### src/gpps_map.svh
// constants of the port and pin steering block
`ifndef GPPS_MAP_SVH
`define GPPS_MAP_SVH
`define GPPS_PORT_W     8
`define GPPS_RST_DIR    8'hFF
`define GPPS_RST_LAT    8'h00
`define GPPS_RST_ANA    8'hFF
`define GPPS_RST_APF    8'h00
// steer select bit positions in alt_function_ctrl_a
`define GPPS_SEL_SERIAL 7
`define GPPS_SEL_SDO    6
`define GPPS_SEL_SS     5
`define GPPS_SEL_TGATE  3
// steer select bit positions in alt_function_ctrl_b
`define GPPS_SEL_PWM    0
`define GPPS_SEL_CCP    1
// number of steered functions
`define GPPS_NFUNC      6
`endif

### src/gpps_pkg.sv
// types of the port and pin steering block
package gpps_pkg;
  typedef struct packed {
    logic [7:0] dir;
    logic [7:0] lat;
    logic [7:0] ana;
  } gpps_port_cfg_t;
  typedef struct packed {
    logic [7:0] out;
    logic [7:0] oe;
  } gpps_pin_drv_t;
  // one steerable peripheral function: value, drive, override enable
  typedef struct packed {
    logic val;
    logic drive;
    logic en;
  } gpps_func_t;
  typedef enum logic [1:0] {GPPS_IDLE, GPPS_SYNC} gpps_state_t;
endpackage

### src/gpps_pin_sync.sv
// two flip-flop synchroniser for the pin inputs
`timescale 1ns/1ps
module gpps_pin_sync
  import gpps_pkg::*;
(
  // clock and reset
  input  wire logic       core_clk,
  input  wire logic       rst_n,
  // pins
  input  wire logic [7:0] pin_raw,
  output logic      [7:0] pin_sync
);
  logic [7:0] stage1;
  logic [7:0] next_stage1;
  logic [7:0] next_sync;

  // pass through two stages
  always_comb begin
    next_stage1 = pin_raw;
    next_sync   = stage1;
  end

  always_ff @(posedge core_clk or negedge rst_n) begin
    if (!rst_n) begin
      stage1   <= 8'h00;
      pin_sync <= 8'h00;
    end else begin
      stage1   <= next_stage1;
      pin_sync <= next_sync;
    end
  end
endmodule

### src/gpps_port.sv
// general purpose port with analog select and alternate pin steering
// pin map of the steered functions, candidate pin when select is 0 / 1:
//   serial receive/data   pin 0 / pin 5
//   serial transmit/clock pin 1 / pin 4
//   serial data out one   pin 2 / pin 7
//   slave select          pin 3 / pin 5
//   enhanced pwm outputs  pin 4 / pin 6
//   capture/compare outs  pin 6 / pin 7
//   timer gate input      pin 4 / pin 3
//
// priority on a pin, highest first:
//   - a steered function that has chosen this pin, later index winning
//   - the plain per-pin peripheral enable
//   - the port itself: output latch and direction bit
//
// hazards a user must know:
//   - a pin shared by two steered functions goes to the later function;
//     software must not select both onto one pin
//   - the steered override brings its own drive enable, so the direction
//     bit of an overridden pin is ignored but never rewritten
//   - pin levels reach the read path three edges after they change,
//     because of the two synchroniser stages and the output register
//   - an analog-selected pin always reads zero, also on the steered
//     peripheral inputs, so an analog pin cannot feed a peripheral
`timescale 1ns/1ps
`include "gpps_map.svh"
module gpps_port
  import gpps_pkg::*;
(
  // clock and reset
  input  wire logic       core_clk,
  input  wire logic       rst_n,
  // cpu register access strobes
  input  wire logic       wr_dir,
  input  wire logic       wr_lat,
  input  wire logic       wr_level,
  input  wire logic       wr_ana,
  input  wire logic       wr_apf_a,
  input  wire logic       wr_apf_b,
  input  wire logic [7:0] wr_data,
  // peripheral functions, fixed order serial_rx, serial_tx, sdo, ss, pwm, ccp
  input  wire gpps_func_t [5:0] periph_func,
  // extra plain peripheral enables per pin
  input  wire logic [7:0] periph_en,
  input  wire logic [7:0] periph_out,
  input  wire logic [7:0] periph_drive,
  // pins
  input  wire logic [7:0] pin_in,
  output logic      [7:0] pin_out,
  output logic      [7:0] pin_oe,
  // register read values
  output logic      [7:0] pin_direction_reg,
  output logic      [7:0] output_latch_reg,
  output logic      [7:0] pin_level_reg,
  output logic      [7:0] analog_select_reg,
  output logic      [7:0] alt_function_ctrl_a,
  output logic      [7:0] alt_function_ctrl_b,
  // steered peripheral inputs
  output logic            serial_receive_data,
  output logic            timer_gate_in,
  output logic            slave_select_in
);
  // ****************************************************
  // register state
  // ****************************************************
  logic [7:0] next_dir;
  logic [7:0] next_lat;
  logic [7:0] next_ana;
  logic [7:0] next_apf_a;
  logic [7:0] next_apf_b;
  logic [7:0] pin_sync;

  // every register has its own write strobe; simultaneous strobes each
  // land in their own register, so software can load several in one cycle.
  // the latch takes both the latch strobe and the pin level strobe, since
  // writing the pin level register really writes the latch.
  // the steering registers keep only the bits that exist; the rest read 0.
  // no steering write ever touches the direction register, which keeps
  // the software view of the direction stable across pin moves.
  //
  // direction written only by its own strobe
  always_comb begin
    next_dir   = wr_dir ? wr_data : pin_direction_reg;
    next_lat   = output_latch_reg;
    if (wr_lat || wr_level) begin
      next_lat = wr_data;
    end
    next_ana   = wr_ana ? wr_data : analog_select_reg;
    next_apf_a = alt_function_ctrl_a;
    next_apf_b = alt_function_ctrl_b;
    if (wr_apf_a) begin
      next_apf_a = wr_data & 8'hE8;
    end
    if (wr_apf_b) begin
      next_apf_b = wr_data & 8'h03;
    end
  end

  always_ff @(posedge core_clk or negedge rst_n) begin
    if (!rst_n) begin
      pin_direction_reg   <= `GPPS_RST_DIR;
      output_latch_reg    <= `GPPS_RST_LAT;
      analog_select_reg   <= `GPPS_RST_ANA;
      alt_function_ctrl_a <= `GPPS_RST_APF;
      alt_function_ctrl_b <= `GPPS_RST_APF;
    end else begin
      pin_direction_reg   <= next_dir;
      output_latch_reg    <= next_lat;
      analog_select_reg   <= next_ana;
      alt_function_ctrl_a <= next_apf_a;
      alt_function_ctrl_b <= next_apf_b;
    end
  end

  // ****************************************************
  // pin input path
  // ****************************************************
  gpps_pin_sync u_sync (
    .core_clk (core_clk),
    .rst_n    (rst_n),
    .pin_raw  (pin_in),
    .pin_sync (pin_sync)
  );

  // ****************************************************
  // steering of the six functions
  // ****************************************************
  // each function is split into two override candidates; the candidate
  // that the select bit does not choose carries no enable, so that pin
  // falls back to its normal port behaviour without any extra gating.
  // the serial pair shares one select bit, so receive and transmit always
  // move together and never end up split across the two pin groups.
  //
  // candidate pin pairs per function
  localparam int unsigned PIN0 [6] = '{0, 1, 2, 3, 4, 6};
  localparam int unsigned PIN1 [6] = '{5, 4, 7, 5, 6, 7};

  logic [5:0]       sel_vec;
  gpps_func_t [5:0] ovr0;
  gpps_func_t [5:0] ovr1;

  // select bit per function
  always_comb begin
    sel_vec[0] = alt_function_ctrl_a[`GPPS_SEL_SERIAL];
    sel_vec[1] = alt_function_ctrl_a[`GPPS_SEL_SERIAL];
    sel_vec[2] = alt_function_ctrl_a[`GPPS_SEL_SDO];
    sel_vec[3] = alt_function_ctrl_a[`GPPS_SEL_SS];
    sel_vec[4] = alt_function_ctrl_b[`GPPS_SEL_PWM];
    sel_vec[5] = alt_function_ctrl_b[`GPPS_SEL_CCP];
  end

  genvar g;
  generate
    for (g = 0; g < `GPPS_NFUNC; g = g + 1) begin : g_steer
      gpps_steer u_st (
        .func    (periph_func[g]),
        .sel     (sel_vec[g]),
        .to_pin0 (ovr0[g]),
        .to_pin1 (ovr1[g])
      );
    end
  endgenerate

  // ****************************************************
  // pin driver
  // ****************************************************
  logic [7:0] next_out;
  logic [7:0] next_oe;
  logic [7:0] next_level;
  logic [7:0] dig_in;
  logic       ovr_en;
  logic       ovr_val;
  logic       ovr_drv;

  // per pin: collect the winning override, else fall back to the port.
  // the drive is registered so every pin output comes from a flip-flop;
  // this adds one cycle between a register write and the pin reacting.
  // the level path reads the synchronised pins whatever drives them, so
  // a pin owned by a peripheral still shows its real level.
  always_comb begin
    next_out = 8'h00;
    next_oe  = 8'h00;
    ovr_en   = 1'b0;
    ovr_val  = 1'b0;
    ovr_drv  = 1'b0;
    for (int p = 0; p < 8; p++) begin
      ovr_en  = periph_en[p];
      ovr_val = periph_out[p];
      ovr_drv = periph_drive[p];
      // overrides land only on the chosen pin
      for (int f = 0; f < 6; f++) begin
        if (PIN0[f] == p && ovr0[f].en) begin
          ovr_en  = 1'b1;
          ovr_val = ovr0[f].val;
          ovr_drv = ovr0[f].drive;
        end
        if (PIN1[f] == p && ovr1[f].en) begin
          ovr_en  = 1'b1;
          ovr_val = ovr1[f].val;
          ovr_drv = ovr1[f].drive;
        end
      end
      if (ovr_en) begin
        next_out[p] = ovr_val;
        next_oe[p]  = ovr_drv;
      end else begin
        next_out[p] = output_latch_reg[p];
        next_oe[p]  = ~pin_direction_reg[p];
      end
    end
    dig_in     = pin_sync & ~analog_select_reg;
    next_level = dig_in;
  end

  always_ff @(posedge core_clk or negedge rst_n) begin
    if (!rst_n) begin
      pin_out       <= 8'h00;
      pin_oe        <= 8'h00;
      pin_level_reg <= 8'h00;
    end else begin
      pin_out       <= next_out;
      pin_oe        <= next_oe;
      pin_level_reg <= next_level;
    end
  end

  // ****************************************************
  // steered peripheral inputs
  // ****************************************************
  logic next_rx;
  logic next_tg;
  logic next_ss;

  // pick the level of the chosen candidate pin
  function automatic logic pick_pin(
    input logic [7:0]  levels,
    input logic        sel,
    input int unsigned p0,
    input int unsigned p1
  );
    return sel ? levels[p1] : levels[p0];
  endfunction

  // read from whichever pin is selected
  // the unselected candidate is ignored, so its level never disturbs the
  // peripheral; the timer gate has its own pair outside the output table.
  always_comb begin
    next_rx = pick_pin(dig_in, alt_function_ctrl_a[`GPPS_SEL_SERIAL], PIN0[0], PIN1[0]);
    next_ss = pick_pin(dig_in, alt_function_ctrl_a[`GPPS_SEL_SS], PIN0[3], PIN1[3]);
    next_tg = pick_pin(dig_in, alt_function_ctrl_a[`GPPS_SEL_TGATE], 4, 3);
  end

  always_ff @(posedge core_clk or negedge rst_n) begin
    if (!rst_n) begin
      serial_receive_data <= 1'b0;
      timer_gate_in       <= 1'b0;
      slave_select_in     <= 1'b0;
    end else begin
      serial_receive_data <= next_rx;
      timer_gate_in       <= next_tg;
      slave_select_in     <= next_ss;
    end
  end
endmodule

### src/gpps_steer.sv
// steering of one peripheral function to one of two pins
`timescale 1ns/1ps
module gpps_steer
  import gpps_pkg::*;
(
  // function and select
  input  wire gpps_func_t func,
  input  wire logic       sel,
  // per-candidate override outputs
  output gpps_func_t      to_pin0,
  output gpps_func_t      to_pin1
);
  // unselected candidate sees no override
  always_comb begin
    to_pin0 = sel ? '0 : func;
    to_pin1 = sel ? func : '0;
  end
endmodule

### config.mk
export PLATFORM = sky130hd
export DESIGN_NAME = gpps_port
export DESIGN_NICKNAME = d
export VERILOG_FILES = /design/src/gpps_pkg.sv /design/src/gpps_pin_sync.sv /design/src/gpps_port.sv /design/src/gpps_steer.sv
export VERILOG_INCLUDE_DIRS = /design/src
export SDC_FILE = /design/constraint.sdc
export NUM_CORES = 1
export LEC_CHECK = 0
export ABC_AREA = 1
export BUFFER_PORTS_ARGS = -buffer_cell sky130_fd_sc_hd__buf_2
export CELL_PAD_IN_SITES_DETAIL_PLACEMENT = 1
export CELL_PAD_IN_SITES_GLOBAL_PLACEMENT = 1
export CORE_UTILIZATION = 37
export CTS_CLUSTER_DIAMETER = 40
export CTS_CLUSTER_SIZE = 30
export DETAILED_ROUTE_END_ITERATION = 12
export GPL_TIMING_DRIVEN = 0
export PLACE_DENSITY = 0.82
export RECOVER_POWER = 25
export SYNTH_ARGS = -nofsm -noshare
export SYNTH_HDL_FRONTEND = slang
export SYNTH_SLANG_ARGS = --single-unit
### constraint.sdc
create_clock -name core_clk -period 1.8 [get_ports core_clk]
set_clock_uncertainty 0.1 [all_clocks]
set_input_delay 0.09 -clock core_clk [delete_from_list [all_inputs] [get_ports core_clk]]
set_output_delay 0.09 -clock core_clk [all_outputs]
set_load 0.05 [all_outputs]
==> flow_metrics.tcl, run 1 <==
set metrics [dict create \
    clk_pin_slew_ps 70 \
    tightestPinTransition_ps 932 \
    setup_tns_ps 0 \
    die-area_sq_um 8530 \
    critical_path_class "reg2reg" \
    cp.required_ps 1910 \
    crit_path_cell_trace "buf_6 -> inv_6 -> nand2_2 -> inv_4 -> nor2_4 -> nand2_1 -> nand3_1 -> dlygate4sd3_1" \
    critical-path-max-stage-delay_ps 550 \
    p_total_mw 4.26 \
    fill_cells 955 \
    avgSynthCellArea_sq_um 9.41 \
    die_w_um 92.4 \
    gr-total-overflow 0 \
    drv_cap 0 \
    end_kind "flop" \
    min_period_ps 1720 \
    io_pins 133 \
    ys_ff_latch 73 \
    synth_cell_types 19 \
    drc 0 \
    start_util_pct 38.7 \
    final_hold_viol_count 1 \
    cp.arrival_ps 1830 \
    drt_iter0_drc 79 \
    hold_start "periph_drive[4]" \
    grt_usage_pct 24.9 \
    drive_above_1_share_pct 34.0 \
    die_y_um 92.4 \
    grt_max_degree 74 \
    finalWeightedCongestion 0.854 \
    power.density_nw_per_um2 934 \
    crit_path_start "alt_function_ctrl_a[7]" \
    drt-total-wl_mm 9.93 \
    cts_tree "yes" \
    clock_sinks 73 \
    routed_via_density 4.79 \
    fin_util_pct 58.3 \
    violations "hold timing" \
    period_share_pct 95.7 \
    most-common-layout-cells "114 x buf_2, 103 x nand2_1, 57 x dlygate4sd3_1, 56 x dfrtp_1, 32 x inv_1" \
    cp_slowest_cell "dlygate4sd3_1" \
    clock_latency_ps 330 \
    worstHoldPathType "in2reg" \
    antenna_left 0 \
    numCtsBuffers 9 \
    cp_max_fo 8 \
    holdWs_ps -25.9 \
    vdd_ir_drop_max_mv 0.697 \
    design.core.area_sq_um 7810 \
    drt_first_pass_iters 4 \
    finalSetupViolCount 0 \
    wl_per_cell_um 15.8 \
    crit_family "buffers and inverters" \
    r2r-start "alt_function_ctrl_a[7]" \
    fmax_ghz 0.580 \
    synth.yosys.seq_area_share_pct 61.1 \
    p_leak_nw 2.46 \
    final_common_cell "buf_2" \
    root_buffer "clkbuf_8" \
    htreeDepth 3 \
    grt_pass1_vias 3403 \
    row_count 32 \
    dpl.hpwl_mm 6.35 \
    area_growth_pct 50.8 \
    synth.cell_area_sq_um 3020 \
    slew_violations 0 \
    clockBufferDepth 2 \
    crit_buf_inv 4 \
    yosys_warnings 0 \
    timing.slew.headroom_pct 37.9 \
    antenna_cells_inserted 0 \
    status "complete, but fails checks" \
    crit_path_start_kind "flop" \
    grt_pass1_wl_mm 16.0 \
    synthCells 321 \
    portBuffers 121 \
    antenna_found_initial 0 \
    num_vias 3007 \
    nets 587 \
]
==> area by class of cell <==
cell class | instances | area, sq um | area share, %
Timing Repair Buffer | 180 | 1190 | 26.1
Clock inverter | 4 | 20.0 | 0.439
Buffer | 18 | 134 | 2.94
Inverter | 38 | 150 | 3.30
Clock buffer | 12 | 145 | 3.19
Sequential cell | 73 | 1850 | 40.6
Multi-Input combinational cell | 201 | 942 | 20.7
Tap cell | 102 | 128 | 2.80
==> where the power goes <==
group          switching [mW]  internal (mW)
sequential             0.0730           1.81
clock                   0.586          0.531
combinational           0.877          0.383
==> layer usage <==
metal / global-route usage, % / wire length (um)
met5: 0 / 0
met3: 4.68 / 491
met2: 47.6 / 5400
met4: 11.8 / 359
met1: 25.7 / 3670
==> logic make-up after synthesis <==
| kind of cell | synth area share, % |
|---|---|
| other | 0.124 |
| AO/OA/AOI/OAI | 4.64 |
| AND/OR/NAND/NOR | 22.3 |
| buffers and inverters | 9.23 |
| flip-flops | 61.1 |
| multiplexers | 2.61 |
==> worst register-to-register path, cell delays in order, from the launching register on <==
cell and delay, ps:
dfrtp_1 390, buf_6 160, inv_6 80, nand2_2 80
inv_4 80, nor2_4 40, nand2_1 60, nand3_1 60
dlygate4sd3_1 550
==> cell usage after synthesis <==
cell type / number / area (sq um)
a21oi_1: 1 / 5.00
buf_2: 2 / 10.0
buf_4: 15 / 113
buf_6: 1 / 11.3
conb_1: 1 / 3.75
dfrtp_1: 57 / 1430
dfstp_2: 16 / 420
inv_1: 32 / 120
inv_2: 5 / 18.8
inv_4: 1 / 6.26
mux2_2: 7 / 78.8
nand2_1: 104 / 390
nand2_2: 5 / 31.3
nand3_1: 28 / 140
nand4_1: 8 / 50.1
nor2_1: 7 / 26.3
nor2_2: 2 / 12.5
nor2_4: 2 / 22.5
o21ai_0: 27 / 135
==> final timing paths <==
| path | cells past startpoint | slack, ps | to |
|---|---|---|---|
| worst max-delay path | 8 | 80 | pin_oe[1] |
| worst min-delay path | 5 | -30 | pin_oe[4] |
| worst max register to register | 8 | 80 | pin_oe[1] |
| worst min register to register | 0 | 250 | u_sync.pin_sync[6] |
| max in group asynchronous | 2 | 610 | alt_function_ctrl_a[5] |
| min in group asynchronous | 2 | 340 | u_sync.next_sync[5] |
==> per-stage QoR <==
stage	cells	setup WS [ps]	area [sq um]
6_report	628	76.9	4560
5_1_grt	628	-2.04	4560
4_1_cts	628	62.0	4550
3_5_place_dp	553	615	3790
3_3_place_gp	553	115	3790
2_1_floorplan	330	669	3060
==> what timing repair did <==
action | 4_1_cts | 5_1_grt
gates resized for setup | 0 | 10
hold buffers | 59 | 0
setup buffers | 0 | 1
hold endpoints to repair | 111 | 0
setup endpoints to repair | 0 | 9
No activity file was read; power rests on OpenSTA's default activity.
==> inputs of run 2 (changes only) <==
--- a/config.mk
+++ b/config.mk
@@ -15,6 +15,7 @@
 export CTS_CLUSTER_SIZE = 30
 export DETAILED_ROUTE_END_ITERATION = 12
 export GPL_TIMING_DRIVEN = 0
+export MAX_ROUTING_LAYER = met4
 export PLACE_DENSITY = 0.82
 export RECOVER_POWER = 25
 export SYNTH_ARGS = -nofsm -noshare
==> flow_metrics.tcl, run 2 (synthesis gave the netlist of run 1 again) <==
set metrics [dict create \
    timing.slew.headroom_pct 38.5 \
    slew_violations 0 \
    cp_slowest_cell "dlygate4sd3_1" \
    row_count 32 \
    routed_via_density 4.77 \
    grt_max_degree 74 \
    clock_latency_ps 330 \
    wl_per_cell_um 15.8 \
    drt_iter0_drc 78 \
    clk_pin_slew_ps 70 \
    postPlaceCellArea_sq_um 3790 \
    clock_sinks 73 \
    ff_latch_area_sq_um 1850 \
    holdWs_ps -29.4 \
    grt_pass1_vias 3404 \
    min_period_ps 1720 \
    final_hold_viol_count 1 \
    crit_path_start_kind "flop" \
    numCtsBuffers 9 \
    htreeDepth 3 \
    cp_max_fo 8 \
    most-common-layout-cells "114 x buf_2, 103 x nand2_1, 57 x dlygate4sd3_1, 56 x dfrtp_1, 32 x inv_1" \
    drive_above_1_share_pct 34.0 \
    design.core.area_sq_um 7810 \
    p_total_mw 4.26 \
    drt-total-wl_mm 9.92 \
    fmax_ghz 0.582 \
    grt_usage_pct 25.5 \
    die_y_um 92.4 \
    root_buffer "clkbuf_8" \
    violations "hold timing" \
    critical-path-max-stage-delay_ps 550 \
    finalSetupViolCount 0 \
    gr-total-overflow 0 \
    fill_cells 955 \
    design_area_sq_um 4560 \
    tightestPinTransition_ps 923 \
    cp.arrival_ps 1830 \
    fin_util_pct 58.3 \
    rr_worst_depth 8 \
    holdPathStages 5 \
    io_pins 133 \
    p_leak_nw 2.46 \
    drt_first_pass_iters 4 \
    antenna_found_initial 0 \
    crit_path_cell_trace "buf_6 -> inv_6 -> nand2_2 -> inv_4 -> nor2_4 -> nand2_1 -> nand3_1 -> dlygate4sd3_1" \
    multiInputGateArea_sq_um 942 \
    cp.required_ps 1910 \
    antenna_cells_inserted 0 \
    clockBufferDepth 2 \
    drc 0 \
    die_w_um 92.4 \
    power.density_nw_per_um2 935 \
    die-area_sq_um 8530 \
    nets 587 \
    grt_pass1_wl_mm 16.1 \
    status "complete, but fails checks" \
    setup_tns_ps 0 \
    portBuffers 121 \
    vdd_ir_drop_max_mv 0.695 \
    dpl.hpwl_mm 6.35 \
    crit_family "buffers and inverters" \
    cts_tree "yes" \
    start_util_pct 38.7 \
    final_common_cell "buf_2" \
    antenna_left 0 \
    critical_path_class "reg2reg" \
    drv_cap 0 \
    critical_path_depth 8 \
    area_growth_pct 50.8 \
    end_kind "flop" \
    num_vias 2993 \
    worstHoldPathType "in2reg" \
    period_share_pct 95.4 \
    finalWeightedCongestion 0.868 \
    crit_buf_inv 4 \
]
run 2: cell counts in the layout (fill, tap and decap cells not counted):
Identical to the previous run, type by type.
run 2: worst paths after layout:
path	start	endpoint	slack, ps
hold reg to reg	u_sync.next_sync[6]	u_sync.pin_sync[6]	250
setup / recovery	alt_function_ctrl_a[7]	pin_oe[1]	80
max in group asynchronous	rst_n	alt_function_ctrl_a[5]	620
setup reg to reg	alt_function_ctrl_a[7]	pin_oe[1]	80
min in group asynchronous	rst_n	u_sync.next_sync[5]	340
hold / removal	periph_drive[4]	pin_oe[4]	-30
run 2: layout make-up:
cell class / count / share of cell area (%)
Buffer: 18 / 2.94
Clock buffer: 12 / 3.19
Clock inverter: 4 / 0.439
Inverter: 38 / 3.30
Multi-Input combinational cell: 201 / 20.7
Sequential cell: 73 / 40.6
Tap cell: 102 / 2.80
Timing Repair Buffer: 180 / 26.1
run 2: layer usage:
metal	wire length, um	share of wire, %	vias to the layer above	GRT usage, %
met4	315	3.2	0	11.5
met1	3750	38	1472	26.3
met3	411	4.1	28	4.02
li1	-	-	1383	-
met5	0	0	-	-
met2	5440	55	110	47.6
run 2: worst reg2reg max path, stage by stage, from the launching register on:
cell           delay [ps]
dfrtp_1               390
buf_6                 160
inv_6                  80
nand2_2                80
inv_4                  80
nor2_4                 40
nand2_1                60
nand3_1                60
dlygate4sd3_1         550
run 2: report_power, final:
part           internal [mW]  switching [mW]  total (mW)
sequential              1.81          0.0732        1.88
clock                  0.531           0.587        1.12
combinational          0.383           0.877        1.26
total                   2.72            1.54        4.26
run 2: stage by stage:
step           worst slack (ps)  instances
2_1_floorplan               669        330
5_1_grt                   -2.38        628
6_report                   82.3        628
3_3_place_gp                115        553
3_5_place_dp                615        553
4_1_cts                    62.0        628
run 2: timing repair:
item,in CTS,in global routing
hold buffers,59,0
endpoints found under the setup margin,0,9
endpoints found under the hold margin,111,0
buffers inserted,0,1
gates resized for setup,0,10
==> inputs of run 3 (changes only) <==
--- a/config.mk
+++ b/config.mk
@@ -8,7 +8,7 @@
 export LEC_CHECK = 0
 export ABC_AREA = 1
 export BUFFER_PORTS_ARGS = -buffer_cell sky130_fd_sc_hd__buf_2
-export CELL_PAD_IN_SITES_DETAIL_PLACEMENT = 1
+export CELL_PAD_IN_SITES_DETAIL_PLACEMENT = 0
 export CELL_PAD_IN_SITES_GLOBAL_PLACEMENT = 1
 export CORE_UTILIZATION = 37
 export CTS_CLUSTER_DIAMETER = 40
@@ -18,6 +18,7 @@
 export MAX_ROUTING_LAYER = met4
 export PLACE_DENSITY = 0.82
 export RECOVER_POWER = 25
+export SKIP_CTS_REPAIR_TIMING = 1
 export SYNTH_ARGS = -nofsm -noshare
 export SYNTH_HDL_FRONTEND = slang
 export SYNTH_SLANG_ARGS = --single-unit
==> flow_metrics.tcl, run 3 (synthesis gave the netlist of run 1 again) <==
set metrics [dict create \
    status "complete, but fails checks" \
    violations "hold timing" \
    start_util_pct 38.7 \
    rsz0062_at_grt "no" \
    gr-total-overflow 0 \
    root_buffer "clkbuf_8" \
    portBuffers 121 \
    end_kind "flop" \
    design_area_sq_um 4550 \
    period_share_pct 94.7 \
    worstHoldPathType "in2reg" \
    htreeDepth 3 \
    clock_sinks 73 \
    ff_latch_area_sq_um 1850 \
    drt_first_pass_iters 5 \
    hold_start "periph_out[6]" \
    die_y_um 92.4 \
    cp.arrival_ps 1840 \
    routed_via_density 4.43 \
    drc 0 \
    pwr-share-seq_pct 40.7 \
    grt_pass1_wl_mm 11.5 \
    holdWs_ps -32.1 \
    clock_power_share_pct 33.5 \
    cp_max_fo 8 \
    cp.required_ps 1940 \
    fin_ws_ps 94.6 \
    nets 580 \
    die-area_sq_um 8530 \
    drt_iter0_drc 140 \
    antenna_cells_inserted 0 \
    most-common-layout-cells "114 x buf_2, 104 x nand2_1, 57 x dfrtp_1, 52 x dlygate4sd3_1, 32 x inv_1" \
    final_hold_viol_count 5 \
    crit_path_start "alt_function_ctrl_a[7]" \
    io_pins 133 \
    r2r_slack_ps 90 \
    numCtsBuffers 9 \
    antenna_found_initial 0 \
    critical_path_class "reg2reg" \
    clk_pin_slew_ps 80 \
    row_count 32 \
    finalWeightedCongestion 0.868 \
    r2r-start "alt_function_ctrl_a[7]" \
    fin_cells 621 \
    crit_path_start_kind "flop" \
    grt_usage_pct 18.2 \
    swShare_pct 32.2 \
    clockBufferDepth 2 \
    design.core.area_sq_um 7810 \
    dpl_worst_slack_ps 655 \
    setup_tns_ps 0 \
    final_common_cell "buf_2" \
    cts_tree "yes" \
    drv_cap 0 \
    finalSetupViolCount 0 \
    p_leak_nw 2.44 \
    fill_cells 706 \
    grt_max_degree 74 \
    grt_pass1_vias 2426 \
    postPlaceCellArea_sq_um 3790 \
    antenna_left 0 \
    num_vias 2752 \
    tightestPinTransition_ps 894 \
    p_switching_mw 1.49 \
    wl_per_cell_um 12.4 \
    clock_latency_ps 340 \
    drive_above_1_share_pct 34.1 \
    area_growth_pct 50.4 \
    combinationalPowerShare_pct 25.9 \
    die_w_um 92.4 \
    multiInputGateArea_sq_um 930 \
    slew_violations 0 \
    vdd_ir_drop_max_mv 0.717 \
    p_total_mw 4.61 \
    internal_power_mw 3.12 \
    fmax_ghz 0.586 \
    min_period_ps 1710 \
    drt-total-wl_mm 7.68 \
    dp.cells 553 \
    dpl.hpwl_mm 5.25 \
    power.density_nw_per_um2 1010 \
    timing.slew.headroom_pct 40.4 \
]
-- run 3: critical path, cell delays in order, from the launching register on --
cell           delay, ps
dfrtp_1              390
buf_6                150
inv_4                 90
nand2_1               90
o21ai_0              160
dlygate4sd3_1        570
nand2_1               50
-- run 3: cell type report --
cell class,instances,area share (%)
tap,102,2.81
timing repair buffer,173,24.6
multi-input combinational,201,20.5
sequential,73,40.6
buffer,18,2.95
inverter,38,3.19
clock buffer,11,3.11
clock inverter,5,2.26
-- run 3: per-stage QoR --
stage	hold WS (ps)	util, %
2_1_floorplan	-306	-
3_3_place_gp	97.4	48.5
3_5_place_dp	99.3	48.6
4_1_cts	-262	51.7
5_1_grt	1.99	58.2
6_report	-32.1	58.2
-- run 3: worst paths after layout --
| check | endpoint | cells past startpoint |
|---|---|---|
| worst max-delay path | pin_out[0] | 6 |
| max in group asynchronous | output_latch_reg[7] | 2 |
| worst min register to register | u_sync.pin_sync[3] | 0 |
| worst min-delay path | pin_out[6] | 5 |
| worst max register to register | pin_out[0] | 6 |
| min in group asynchronous | u_sync.pin_sync[5] | 2 |
-- run 3: power by group through the flow --
stage | combinational [mW] | clock, mW | sequential, mW
CTS | 1.08 | 1.59 | 1.88
floorplan | 0.327 | 0 | 2.34
detailed placement | 1.08 | 0 | 1.91
finish | 1.19 | 1.54 | 1.87
global route | 1.28 | 1.68 | 1.89
global placement | 1.07 | 0 | 1.90
-- run 3: layer usage --
layer	GRT usage (%)	up-vias	part of all wire, %
li1	-	1381	-
met1	22.5	1267	43
met2	28.8	94	49
met3	5.83	10	6.5
met4	5.47	0	1.4
met5	-	-	0
